## src/design/wiper_host_pkg.sv

```systemverilog
package wiper_host_pkg;
    // ----------------------------------------------------------------
    // Position range
    // ----------------------------------------------------------------
    localparam int POS_W = 7;                       // Counter width in the device
    localparam logic [6:0] POS_MAX = 7'h7F;         // Top tap
    localparam logic [6:0] POS_MIN = 7'h00;         // Bottom tap
    localparam logic [6:0] POS_RESET = 7'h40;       // Midscale after power-up

    // ----------------------------------------------------------------
    // Timing, in ns, with cycle counts at 20 MHz
    // ----------------------------------------------------------------
    localparam int CLK_NS = 50;                     // Clock period
    localparam int T_SEL_SETUP_NS = 100;            // Select low to strobe fall
    localparam int T_DIR_HOLD_NS = 100;             // Strobe high to direction change
    localparam int T_DIR_SETUP_NS = 1000;           // Direction to strobe fall
    localparam int T_STB_LOW_NS = 1000;             // Strobe low period
    localparam int T_STB_HIGH_NS = 1000;            // Strobe high period
    localparam int T_LOCK_SETUP_NS = 1000;          // Strobe high to select high when locking
    localparam int SEL_SETUP_CYC = (T_SEL_SETUP_NS + CLK_NS - 1) / CLK_NS;
    localparam int DIR_HOLD_CYC = (T_DIR_HOLD_NS + CLK_NS - 1) / CLK_NS;
    localparam int DIR_SETUP_CYC = (T_DIR_SETUP_NS + CLK_NS - 1) / CLK_NS;
    localparam int STB_LOW_CYC = (T_STB_LOW_NS + CLK_NS - 1) / CLK_NS;
    localparam int STB_HIGH_CYC = (T_STB_HIGH_NS + CLK_NS - 1) / CLK_NS;
    localparam int LOCK_SETUP_CYC = (T_LOCK_SETUP_NS + CLK_NS - 1) / CLK_NS;
    localparam int TMR_W = 8;                       // Width of the delay timer
endpackage

```

## src/design/wiper_delay_timer.sv

```systemverilog
`timescale 1ns/1ps
// Loadable down-counter: done_o is high while the count is zero
module wiper_delay_timer (
    // Clock and reset
    input wire logic clk_i,
    input wire logic rst_n_i,
    // Control
    input wire logic load_i,
    input wire logic [7:0] value_i,
    // Status
    output logic done_o
);
    logic [7:0] count_reg; // Cycles still to wait

    // Load wins over counting so a new wait starts cleanly
    always_ff @(posedge clk_i or negedge rst_n_i) begin
        if (!rst_n_i) begin
            count_reg <= 8'h00;
        end else if (load_i) begin
            count_reg <= value_i;
        end else if (count_reg != 8'h00) begin
            count_reg <= count_reg - 8'h01;
        end
    end

    assign done_o = (count_reg == 8'h00);
endmodule // wiper_delay_timer

```

## src/design/wiper_host_ctrl.sv

```systemverilog
// Functional notes
// - Normal end: raise select, then strobe
// - Direction is fixed for the whole session
// - Hold select and strobe high from reset
// - Select rise with strobe low steps once
`timescale 1ns/1ps
module wiper_host_ctrl (
    // Clock and reset
    input wire logic CLOCK_I,
    input wire logic RST_N_I,
    // Command from the user side
    input wire logic CMD_VALID_I,
    input wire logic CMD_UP_I,
    input wire logic [6:0] CMD_STEPS_I,
    input wire logic CMD_LOCK_I,
    output logic CMD_READY_O,
    // Pins toward the potentiometer
    output logic SEL_N_O,
    output logic STEP_N_O,
    output logic DIR_O,
    // Tracked device state
    output logic [6:0] POSITION_O,
    output logic LOCKED_O,
    output logic DONE_O
);
    // ----------------------------------------------------------------
    // Reset release
    // ----------------------------------------------------------------
    logic rst_meta_reg; // First stage, read only by the second
    logic rst_n_reg;    // Reset copy used by all logic

    // Two flops so the release is clean against CLOCK_I
    always_ff @(posedge CLOCK_I or negedge RST_N_I) begin
        if (!RST_N_I) begin
            rst_meta_reg <= 1'b0;
            rst_n_reg <= 1'b0;
        end else begin
            rst_meta_reg <= 1'b1;
            rst_n_reg <= rst_meta_reg;
        end
    end

    // ----------------------------------------------------------------
    // Sequencer
    // ----------------------------------------------------------------
    // An unlocked session must end with select rising while the strobe is
    // low, and that rise itself moves the wiper once. So an unlocked session
    // of N steps lowers the strobe before selecting (ignored while
    // deselected), makes N-1 counted falls, and lets the select rise make
    // the last step. A zero-step unlocked session cannot avoid a move, so
    // it leaves select and strobe alone and only loads the direction pin.
    typedef enum logic [7:0] {
        ST_IDLE    = 8'h01, // Select high, strobe high
        ST_SETDIR  = 8'h02, // Direction driven, setup wait
        ST_SELECT  = 8'h04, // Select low, setup wait
        ST_PH1     = 8'h08, // First half of a strobe pulse
        ST_PH2     = 8'h10, // Second half of a strobe pulse
        ST_RELSEL  = 8'h20, // Select raised
        ST_RELSTB  = 8'h40, // Strobe raised, hold after release
        ST_DEAD    = 8'h80  // Device locked, pins parked
    } state_t;

    state_t state_reg;          // Current phase
    logic [6:0] left_reg;       // Pulses still to issue
    logic lock_req_reg;         // Session ends in a lock
    logic load;                 // Restart the delay timer
    logic [7:0] load_val;       // Cycles for the next wait
    logic tmr_done;             // Delay elapsed
    logic go;                   // Command taken this cycle
    logic skip;                 // Zero-step unlocked command, select and strobe untouched
    logic wait_end;             // Select setup or a pulse finished
    logic toggle;               // Strobe flips at this edge
    logic release_sel;          // Select rises at this edge
    logic step_evt;             // Device counter moves at this edge

    wiper_delay_timer u_timer (
        .clk_i(CLOCK_I),
        .rst_n_i(rst_n_reg),
        .load_i(load),
        .value_i(load_val),
        .done_o(tmr_done)
    );

    // Shared decode of the phase ends
    always_comb begin
        go = (state_reg == ST_IDLE) && CMD_VALID_I && !LOCKED_O;
        skip = go && (CMD_STEPS_I == 7'h00) && !CMD_LOCK_I;
        wait_end = (state_reg == ST_SELECT || state_reg == ST_PH2) && tmr_done;
        toggle = (wait_end && left_reg != 7'h00) || (state_reg == ST_PH1 && tmr_done);
        release_sel = wait_end && left_reg == 7'h00;
        // Strobe fall while selected, or select rise with strobe low
        step_evt = !SEL_N_O && ((toggle && STEP_N_O) || (release_sel && !STEP_N_O));
    end

    // Timer loads on each phase change that needs a spacing
    always_comb begin
        load = 1'b0;
        load_val = 8'h00;
        case (state_reg)
            ST_IDLE: begin
                if (go && !skip) begin
                    load = 1'b1;
                    load_val = 8'(wiper_host_pkg::DIR_SETUP_CYC);
                end
            end
            ST_SETDIR: begin
                if (tmr_done) begin
                    load = 1'b1;
                    load_val = 8'(wiper_host_pkg::SEL_SETUP_CYC);
                end
            end
            ST_SELECT, ST_PH2: begin
                if (toggle) begin
                    load = 1'b1;
                    load_val = lock_req_reg ? 8'(wiper_host_pkg::STB_LOW_CYC)
                                            : 8'(wiper_host_pkg::STB_HIGH_CYC);
                end else if (release_sel) begin
                    load = 1'b1;
                    load_val = 8'(wiper_host_pkg::SEL_SETUP_CYC);
                end
            end
            ST_PH1: begin
                if (tmr_done && lock_req_reg && left_reg == 7'h01) begin
                    // Last high before a lock also covers the lock setup
                    load = 1'b1;
                    load_val = 8'(wiper_host_pkg::LOCK_SETUP_CYC);
                end else if (tmr_done) begin
                    load = 1'b1;
                    load_val = lock_req_reg ? 8'(wiper_host_pkg::STB_HIGH_CYC)
                                            : 8'(wiper_host_pkg::STB_LOW_CYC);
                end
            end
            ST_RELSEL: begin
                if (tmr_done) begin
                    load = 1'b1;
                    load_val = 8'(wiper_host_pkg::DIR_HOLD_CYC);
                end
            end
            default: begin
                load = 1'b0;
            end
        endcase
    end

    // Phase sequencing
    always_ff @(posedge CLOCK_I or negedge rst_n_reg) begin
        if (!rst_n_reg) begin
            state_reg <= ST_IDLE;
        end else begin
            case (state_reg)
                ST_IDLE: begin
                    if (go) begin
                        state_reg <= skip ? ST_RELSTB : ST_SETDIR;
                    end
                end
                ST_SETDIR: begin
                    if (tmr_done) begin
                        state_reg <= ST_SELECT;
                    end
                end
                ST_SELECT, ST_PH2: begin
                    if (toggle) begin
                        state_reg <= ST_PH1;
                    end else if (release_sel) begin
                        state_reg <= ST_RELSEL;
                    end
                end
                ST_PH1: begin
                    if (tmr_done) begin
                        state_reg <= ST_PH2;
                    end
                end
                ST_RELSEL: begin
                    if (tmr_done) begin
                        state_reg <= lock_req_reg ? ST_DEAD : ST_RELSTB;
                    end
                end
                ST_RELSTB: begin
                    if (tmr_done) begin
                        state_reg <= ST_IDLE;
                    end
                end
                ST_DEAD: begin
                    state_reg <= ST_DEAD;
                end
                default: begin
                    state_reg <= ST_IDLE;
                end
            endcase
        end
    end

    // Command capture and pulse budget; unlocked sessions owe one pulse less
    always_ff @(posedge CLOCK_I or negedge rst_n_reg) begin
        if (!rst_n_reg) begin
            left_reg <= 7'h00;
            lock_req_reg <= 1'b0;
            DIR_O <= 1'b0;
        end else if (go) begin
            left_reg <= CMD_LOCK_I ? CMD_STEPS_I : CMD_STEPS_I - 7'h01;
            lock_req_reg <= CMD_LOCK_I;
            DIR_O <= CMD_UP_I;
        end else if (state_reg == ST_PH1 && tmr_done) begin
            left_reg <= left_reg - 7'h01;
        end
    end

    // ----------------------------------------------------------------
    // Pin drive
    // ----------------------------------------------------------------
    // Strobe parks low before select in unlocked sessions, high in locking ones
    always_ff @(posedge CLOCK_I or negedge rst_n_reg) begin
        if (!rst_n_reg) begin
            SEL_N_O <= 1'b1;
            STEP_N_O <= 1'b1;
        end else begin
            if (go && !skip) begin
                STEP_N_O <= CMD_LOCK_I;
            end else if (toggle) begin
                STEP_N_O <= !STEP_N_O;
            end else if (state_reg == ST_RELSEL && tmr_done && !lock_req_reg) begin
                STEP_N_O <= 1'b1;
            end
            if (state_reg == ST_SETDIR && tmr_done) begin
                SEL_N_O <= 1'b0;
            end else if (release_sel) begin
                SEL_N_O <= 1'b1;
            end
        end
    end

    // ----------------------------------------------------------------
    // Device state model
    // ----------------------------------------------------------------
    // Mirrors the device counter: midscale at reset, saturating steps
    always_ff @(posedge CLOCK_I or negedge rst_n_reg) begin
        if (!rst_n_reg) begin
            POSITION_O <= wiper_host_pkg::POS_RESET;
            LOCKED_O <= 1'b0;
        end else begin
            if (!LOCKED_O && step_evt) begin
                if (DIR_O && POSITION_O != wiper_host_pkg::POS_MAX) begin
                    POSITION_O <= POSITION_O + 7'h01;
                end else if (!DIR_O && POSITION_O != wiper_host_pkg::POS_MIN) begin
                    POSITION_O <= POSITION_O - 7'h01;
                end
            end
            if (release_sel && !SEL_N_O && STEP_N_O) begin
                LOCKED_O <= 1'b1;
            end
        end
    end

    // Ready and done flags; the device's one-hot tap and make-before-break
    // are internal to it, so the host waits no settle time
    always_ff @(posedge CLOCK_I or negedge rst_n_reg) begin
        if (!rst_n_reg) begin
            CMD_READY_O <= 1'b0;
            DONE_O <= 1'b0;
        end else begin
            CMD_READY_O <= (state_reg == ST_IDLE) && !CMD_VALID_I && !LOCKED_O;
            DONE_O <= (state_reg == ST_RELSTB && tmr_done)
                      || (state_reg == ST_RELSEL && tmr_done && lock_req_reg);
        end
    end

    // ----------------------------------------------------------------
    // Checks
    // ----------------------------------------------------------------
    a_idle_pins: assert property (@(posedge CLOCK_I) disable iff (!rst_n_reg)
        state_reg == ST_IDLE |-> SEL_N_O && STEP_N_O)
        else $error("pins not parked in idle");
    a_strobe_sel: assert property (@(posedge CLOCK_I) disable iff (!rst_n_reg)
        !STEP_N_O && SEL_N_O |-> !lock_req_reg)
        else $error("strobe low while deselected in a locking session");
    a_release_order: assert property (@(posedge CLOCK_I) disable iff (!rst_n_reg)
        $rose(SEL_N_O) |-> STEP_N_O == lock_req_reg)
        else $error("select raised with the wrong strobe level");
    a_sat_top: assert property (@(posedge CLOCK_I) disable iff (!rst_n_reg)
        $past(POSITION_O) == wiper_host_pkg::POS_MAX |-> POSITION_O != wiper_host_pkg::POS_MIN)
        else $error("position wrapped at top");
    a_sat_bottom: assert property (@(posedge CLOCK_I) disable iff (!rst_n_reg)
        $past(POSITION_O) == wiper_host_pkg::POS_MIN |-> POSITION_O != wiper_host_pkg::POS_MAX)
        else $error("position wrapped at bottom");
    a_one_step: assert property (@(posedge CLOCK_I) disable iff (!rst_n_reg)
        $changed(POSITION_O) |-> !STEP_N_O && (POSITION_O == $past(POSITION_O) + 7'h01
                                              || POSITION_O == $past(POSITION_O) - 7'h01))
        else $error("position moved other than one step on a strobe");
    a_lock_hold: assert property (@(posedge CLOCK_I) disable iff (!rst_n_reg)
        LOCKED_O |=> LOCKED_O && $stable(POSITION_O) && SEL_N_O)
        else $error("locked state disturbed");
    a_dir_stable: assert property (@(posedge CLOCK_I) disable iff (!rst_n_reg)
        !STEP_N_O && !SEL_N_O |-> $stable(DIR_O))
        else $error("direction moved during strobe low");
    a_low_width: assert property (@(posedge CLOCK_I) disable iff (!rst_n_reg)
        $fell(STEP_N_O) |-> !STEP_N_O [*8])
        else $error("strobe low too short");
    c_step_up: cover property (@(posedge CLOCK_I) disable iff (!rst_n_reg)
        $changed(POSITION_O) && DIR_O);
    c_step_down: cover property (@(posedge CLOCK_I) disable iff (!rst_n_reg)
        $changed(POSITION_O) && !DIR_O);
    c_locked: cover property (@(posedge CLOCK_I) disable iff (!rst_n_reg) $rose(LOCKED_O));
    c_done: cover property (@(posedge CLOCK_I) disable iff (!rst_n_reg) DONE_O);
endmodule // wiper_host_ctrl

```

## config.mk

```make
export PLATFORM = sky130hd
export DESIGN_NAME = wiper_host_ctrl
export DESIGN_NICKNAME = d
export VERILOG_FILES = /design/src/design/wiper_host_pkg.sv /design/src/design/wiper_delay_timer.sv /design/src/design/wiper_host_ctrl.sv
export SDC_FILE = /design/constraint.sdc
export NUM_CORES = 1
export LEC_CHECK = 0
export BUFFER_PORTS_ARGS = -buffer_cell sky130_fd_sc_hd__buf_4
export CORE_ASPECT_RATIO = 0.5
export CORE_UTILIZATION = 27
export DETAILED_ROUTE_END_ITERATION = 8
export GPL_TIMING_DRIVEN = 0
export SYNTH_ARGS = -nofsm -noshare
export SYNTH_HDL_FRONTEND = slang
export SYNTH_HIERARCHICAL = 1
export SYNTH_SLANG_ARGS = --single-unit
```

## constraint.sdc

```tcl
create_clock -name CLOCK_I -period 2.71 [get_ports CLOCK_I]
set_clock_uncertainty 0.05 [all_clocks]
set_input_delay 0.1355 -clock CLOCK_I [delete_from_list [all_inputs] [get_ports CLOCK_I]]
set_output_delay 0.1355 -clock CLOCK_I [all_outputs]
set_load 0.005 [all_outputs]
```

======== After elaboration in Yosys (flattened, before gate mapping) ========
Cells that the tools add are included.
word-level totals
  flip-flop bits (word level) ............. 39
  input port bits ......................... 12
  output and inout bits ................... 13
  word-level logic and storage cells ...... 122
cells by class
  add/subtract/negate cells ............... 5
  eq/ne operators ......................... 16
  mux-type cells .......................... 35
  reduce and logical (&&, ||, !) cells .... 53
operators by type and width
  operator                                              number
  2-to-1 mux 8 bit                                      10
  case mux 8 bit (7 select lines)                       1
  2-to-1 mux 7 bit                                      6
  logical AND 1 bit                                     26
  subtractor 7 x 1 -> 7 bit (second input constant)     3
  2-to-1 mux 5 bit                                      4
  case mux 5 bit (4 select lines)                       1
  logical NOT 7 bit                                     2
  nonzero test 7 bit                                    2
  2-to-1 mux 1 bit                                      10
  != test 2 bit (second input constant)                 5
  equality test 8 x 1 -> 1 bit (second input constant)  1
  equality test 8 x 2 -> 1 bit (second input constant)  1
  equality test 8 x 3 -> 1 bit (second input constant)  1
  equality test 8 x 4 -> 1 bit (second input constant)  1
  equality test 8 x 5 -> 1 bit (second input constant)  1
  equality test 8 x 6 -> 1 bit (second input constant)  1
  equality test 8 x 7 -> 1 bit (second input constant)  1
  equality test 8 bit (second input constant)           1
  logical NOT 1 bit                                     8
  logical NOT 8 bit                                     1
  nonzero test 2 bit                                    4
  nonzero test 8 bit                                    1
  subtractor 8 x 1 -> 8 bit (second input constant)     1
  11 further kinds                                      16

======== Logic depth before layout (Yosys ltp) ========
  depth in word-level cells ............... 10
  mapped depth ............................ 13
  depth with buffers taken out ............ 11

======== By module ========
Netlist, hierarchy kept.
modules (own cells, without submodules)
  module             instances  cells each  area each (µm²)  sequential area each (µm²)
  wiper_host_ctrl    1          229         2147.1           780.7
  wiper_delay_timer  1          54          476.7            200.2

======== Worst setup path after synthesis ========
OpenSTA, ideal clock, no wires.
  path type ............................... flip-flop to flip-flop
  from .................................... register u_timer.count_reg[0]
  to ...................................... register POSITION_O[1]
  setup time .............................. 0.125 ns
  arrival ................................. 2.735 ns
  data required time ...................... 2.535 ns
  setup slack ............................. -0.200 ns
  cell stages (with the launch flop) ...... 12
  path buffers ............................ 2
  clock period less this slack ............ 2.910 ns
  cell sequence ........................... dfrtp_1 > inv_1 > ha_1 > or3b_1 > clkbuf_2 > nor2_1 > nor4b_2 > and2_1 > buf_2 > nand3_2 > nor3_4 > mux2_4
on the way
  word-level cells in the longest chain between the ends .. 9
  elaborated cells on any way between the ends .. 12
  classes of those cells .................. 12 x reduce/logical
ends and longest elaborated chain
  what                                      line                     source
  start, declared                           wiper_delay_timer.sv:13  logic [7:0] count_reg;
  start signal, assigned                    wiper_delay_timer.sv:20  count_reg <= value_i;
  start signal, assigned                    wiper_delay_timer.sv:22  count_reg <= count_reg - 8'h01;
  logical NOT 8 bit (*)                     wiper_delay_timer.sv:26  assign done_o = (count_reg == 8'h00);
  net tmr_done                              wiper_host_ctrl.sv:68    logic tmr_done;
  logical AND 1 bit                         wiper_host_ctrl.sv:88    wait_end = (state_reg == ST_SELECT || state_reg == ST_PH2) && tmr_done;
  logical AND 1 bit                         wiper_host_ctrl.sv:89    toggle = (wait_end && left_reg != 7'h00) || (state_reg == ST_PH1 && tmr_done);
  logical OR 1 bit                          wiper_host_ctrl.sv:89
  logical AND 1 bit                         wiper_host_ctrl.sv:92    step_evt = !SEL_N_O && ((toggle && STEP_N_O) || (release_sel && !STEP_N_O));
  logical OR 1 bit (*)                      wiper_host_ctrl.sv:92
  logical AND 1 bit (*)                     wiper_host_ctrl.sv:92
  logical AND 1 bit (*)                     wiper_host_ctrl.sv:241   if (!LOCKED_O && step_evt) begin
  AND reduction 2 bit (no source line) (*)  -
  end signal, assigned                      wiper_host_ctrl.sv:238   POSITION_O <= wiper_host_pkg::POS_RESET;
  end signal, assigned                      wiper_host_ctrl.sv:243   POSITION_O <= POSITION_O + 7'h01;
  end signal, assigned                      wiper_host_ctrl.sv:245   POSITION_O <= POSITION_O - 7'h01;
  end, declared                             wiper_host_ctrl.sv:22    output logic [6:0] POSITION_O,
The timed path passes the listed nets; every way through them passes the cells marked *.
A chain may end at the register's enable or synchronous reset.

======== Worst setup path after layout ========
  from .................................... register u_timer.count_reg[4]
  to ...................................... register POSITION_O[5]
The elaborated chain is that of the path after synthesis.

==> impl_metrics.yaml <==
outcome:
  status: "finished clean"
timing:
  hold_ws_ns: 0.0155
  finalWorstSetupSlack_ns: 0.103
  worst_slew_pin_slew_ns: 0.822
  tns_ns: 0
  fmax_mhz: 384
  timing.final.crit_share: 0.962
  setup_viol: 0
  hold_viol: 0
  drv_slew: 0
  relSlewSlack: 0.452
  min_period_ns: 2.61
global_route:
  grt.overflow.total: 0
  grt_pass1_wl_um: 10100
  antenna_found_initial: 0
  track_usage: 0.127
  grt_max_degree: 38
  first_global_vias: 2094
final_layout:
  finalNetCount: 350
  regArea_um2: 986
  drive_gt1_frac: 0.249
  fin_area_mm2: 0.00329
  most-common-layout-cells: "buf_4, dfrtp_1, nor2_1"
  syn_to_final_growth_pct: 25.4
  final_util: 0.363
  diodes: 0
  multiInputGateArea_mm2: 0.00161
  nFillCells: 957
  layout_commonest_cell: "buf_4"
drt:
  drt_wl_total_um: 6030
  avgRoutedWirePerCell_um: 13.1
  routed_via_density: 4.89
  drcViolationCount: 0
  drt-initial-drc-count: 168
  drt-pass1-iter-count: 4
  vias: 2244
  postRouteAntennaNets: 0
placement:
  portBuffers: 23
  finalWeightedCongestion: 0.821
  hpwl_um: 4250
  placed_area_mm2: 0.00299
  post-place-ws_ns: -0.393
power:
  p_per_area_mw_per_mm2: 775
  seqPwrFrac: 0.372
  power.leakage_nw: 1.40
  p_comb_frac: 0.383
  ir_drop_v: 0.000261
  p_int_mw: 1.61
  clockPowerShare: 0.245
  switching_power_mw: 0.939
  sw_frac_of_total: 0.368
floorplan:
  start_util: 0.289
  die_y_um: 71.7
  coreArea_mm2: 0.00907
  io_pins: 25
  die-area_mm2: 0.0101
  rows: 24
  chipWidth_um: 141
synthesis:
  synthArstFlopShare: 1.00
  synth_top_area_share: 0.334
  yosys_most_used_dff: "dfrtp_1"
  avgSynthCellArea_um2: 9.27
  syn-cell-area_mm2: 0.00262
  ys_types: 66
  synthTopCellsByArea: "dfrtp_1, xnor2_1, ha_1"
  ys_seq_area_frac: 0.374
  synth_top_area_cell: "dfrtp_1"
  synth-edff-count: 0
  yosysWarnings: 6
  ys_ff_latch: 39
  syn-instance-count: 283
worst_setup_path:
  crit_chain: "or4_4, nor2_4, nor4b_4, and2_1, buf_4, nand3_2, nor3_4, buf_12, mux2_4"
  cp_top_family: "simple AND/OR/NAND/NOR gates"
  endpoint_kind: "flop"
  crit_fanout: 8
  arrival_ns: 2.72
  startpoint_type: "flop"
  cp.required_ns: 2.83
  cp.depth: 9
  cp_slowest_stage_delay_ns: 0.59
  worstSetupPathType: "reg -> reg"
  worst_r2r_path_depth: 9
  cpMaxStageDelayCell: "or4_4"
  crit_buf_inv: 2
job:
  cap_viol_max_count: 0
clocking:
  cts_tree: "done"
  cts_max_level: 2
  cts_sinks: 39
  clockBufferDepth: 2
  clockRootBuffer: "clkbuf_16"
  cts.reportedPaths.clkPinSlew_ns: 0.06
  numCtsBuffers: 5
  insertion_delay_ns: 0.28
worst_hold_path:
  min_path_type: "in -> reg"
  min_path_cells: 3
[logic make-up after synthesis]
| logic type | share of synthesized area |
|---|---|
| xor gates and xnor gates | 0.0768 |
| AOI/OAI and AO/OA | 0.165 |
| buffers and inverters | 0.0391 |
| and+or+nand+nor | 0.255 |
| other | 0.00286 |
| muxes | 0.0367 |
| DFF | 0.374 |
| adders and majority gates | 0.0505 |
[per-layer routing]
metal	vias up	GRT usage	wire length, µm
met4	0	0.0335	64
met2	44	0.204	2710
met1	1069	0.171	3020
met5	-	0	0
met3	7	0.0334	233
li1	1124	-	-
[cell type report]
cell class | count | share of cell area
Multi-Input combinational cell | 224 | 0.489
Sequential cell | 39 | 0.300
Timing Repair Buffer | 35 | 0.0852
Tap cell | 130 | 0.0494
Clock buffer | 8 | 0.0475
Inverter | 13 | 0.0148
Buffer | 10 | 0.0145
[repair_timing]
action                     CTS  global route
buffers inserted             6             4
hold endpoints to repair     3             0
pin swaps                    4             5
setup endpoints to repair   17            16
hold buffers                 2             0
resized for setup            8            10
[through the flow]
step	power, mW	cells
after floorplan	1.58	287
final	2.55	459
after global routing	2.75	459
after CTS	2.52	455
after detailed placement	1.82	440
after global placement	1.81	440
[cell usage after synthesis (all sizes together), types with 5 or more instances]
cell type  number
nor2           30
nor3b           5
a21oi          13
o31ai           5
ha              9
mux2            6
dfrtp          35
xnor2          13
o21ai           9
inv            13
nand2          18
nor4            7
nand4           6
nor3            8
buf             5
xor2           10
nand3          11
clkbuf          5
[final timing paths]
| path | from | to | slack (ns) |
|---|---|---|---|
| setup / recovery | u_timer/count_reg[4]$_DFFE_PN0P_ | POSITION_O[5]$_DFFE_PN0P_ | 0.10 |
| hold / removal | CMD_UP_I | DIR_O$_DFFE_PN0N_ | 0.02 |
| setup reg to reg | u_timer/count_reg[4]$_DFFE_PN0P_ | POSITION_O[5]$_DFFE_PN0P_ | 0.10 |
| hold reg to reg | rst_meta_reg$_DFF_PN0_ | rst_n_reg$_DFF_PN0_ | 0.30 |
| max in group asynchronous | rst_n_reg$_DFF_PN0_ | POSITION_O[1]$_DFFE_PN0P_ | 1.72 |
| min in group asynchronous | RST_N_I | rst_n_reg$_DFF_PN0_ | 0.13 |
[power by group through the flow]
stage / sequential [mW] / clock [mW] / combinational, mW
floorplan: 0.899 / 0 / 0.685
global placement: 0.944 / 0 / 0.864
detailed placement: 0.947 / 0 / 0.874
CTS: 0.937 / 0.644 / 0.937
global route: 0.981 / 0.671 / 1.09
finish: 0.948 / 0.625 / 0.976
[worst reg2reg max path, delay by kind of cell (launching register included)]
kind,cells,cell delay (ns)
buffers and inverters,2,0.29
and+or+nand+nor,6,1.41
muxes,1,0.29
DFF,1,0.45
(Power assumes the default switching activity.)
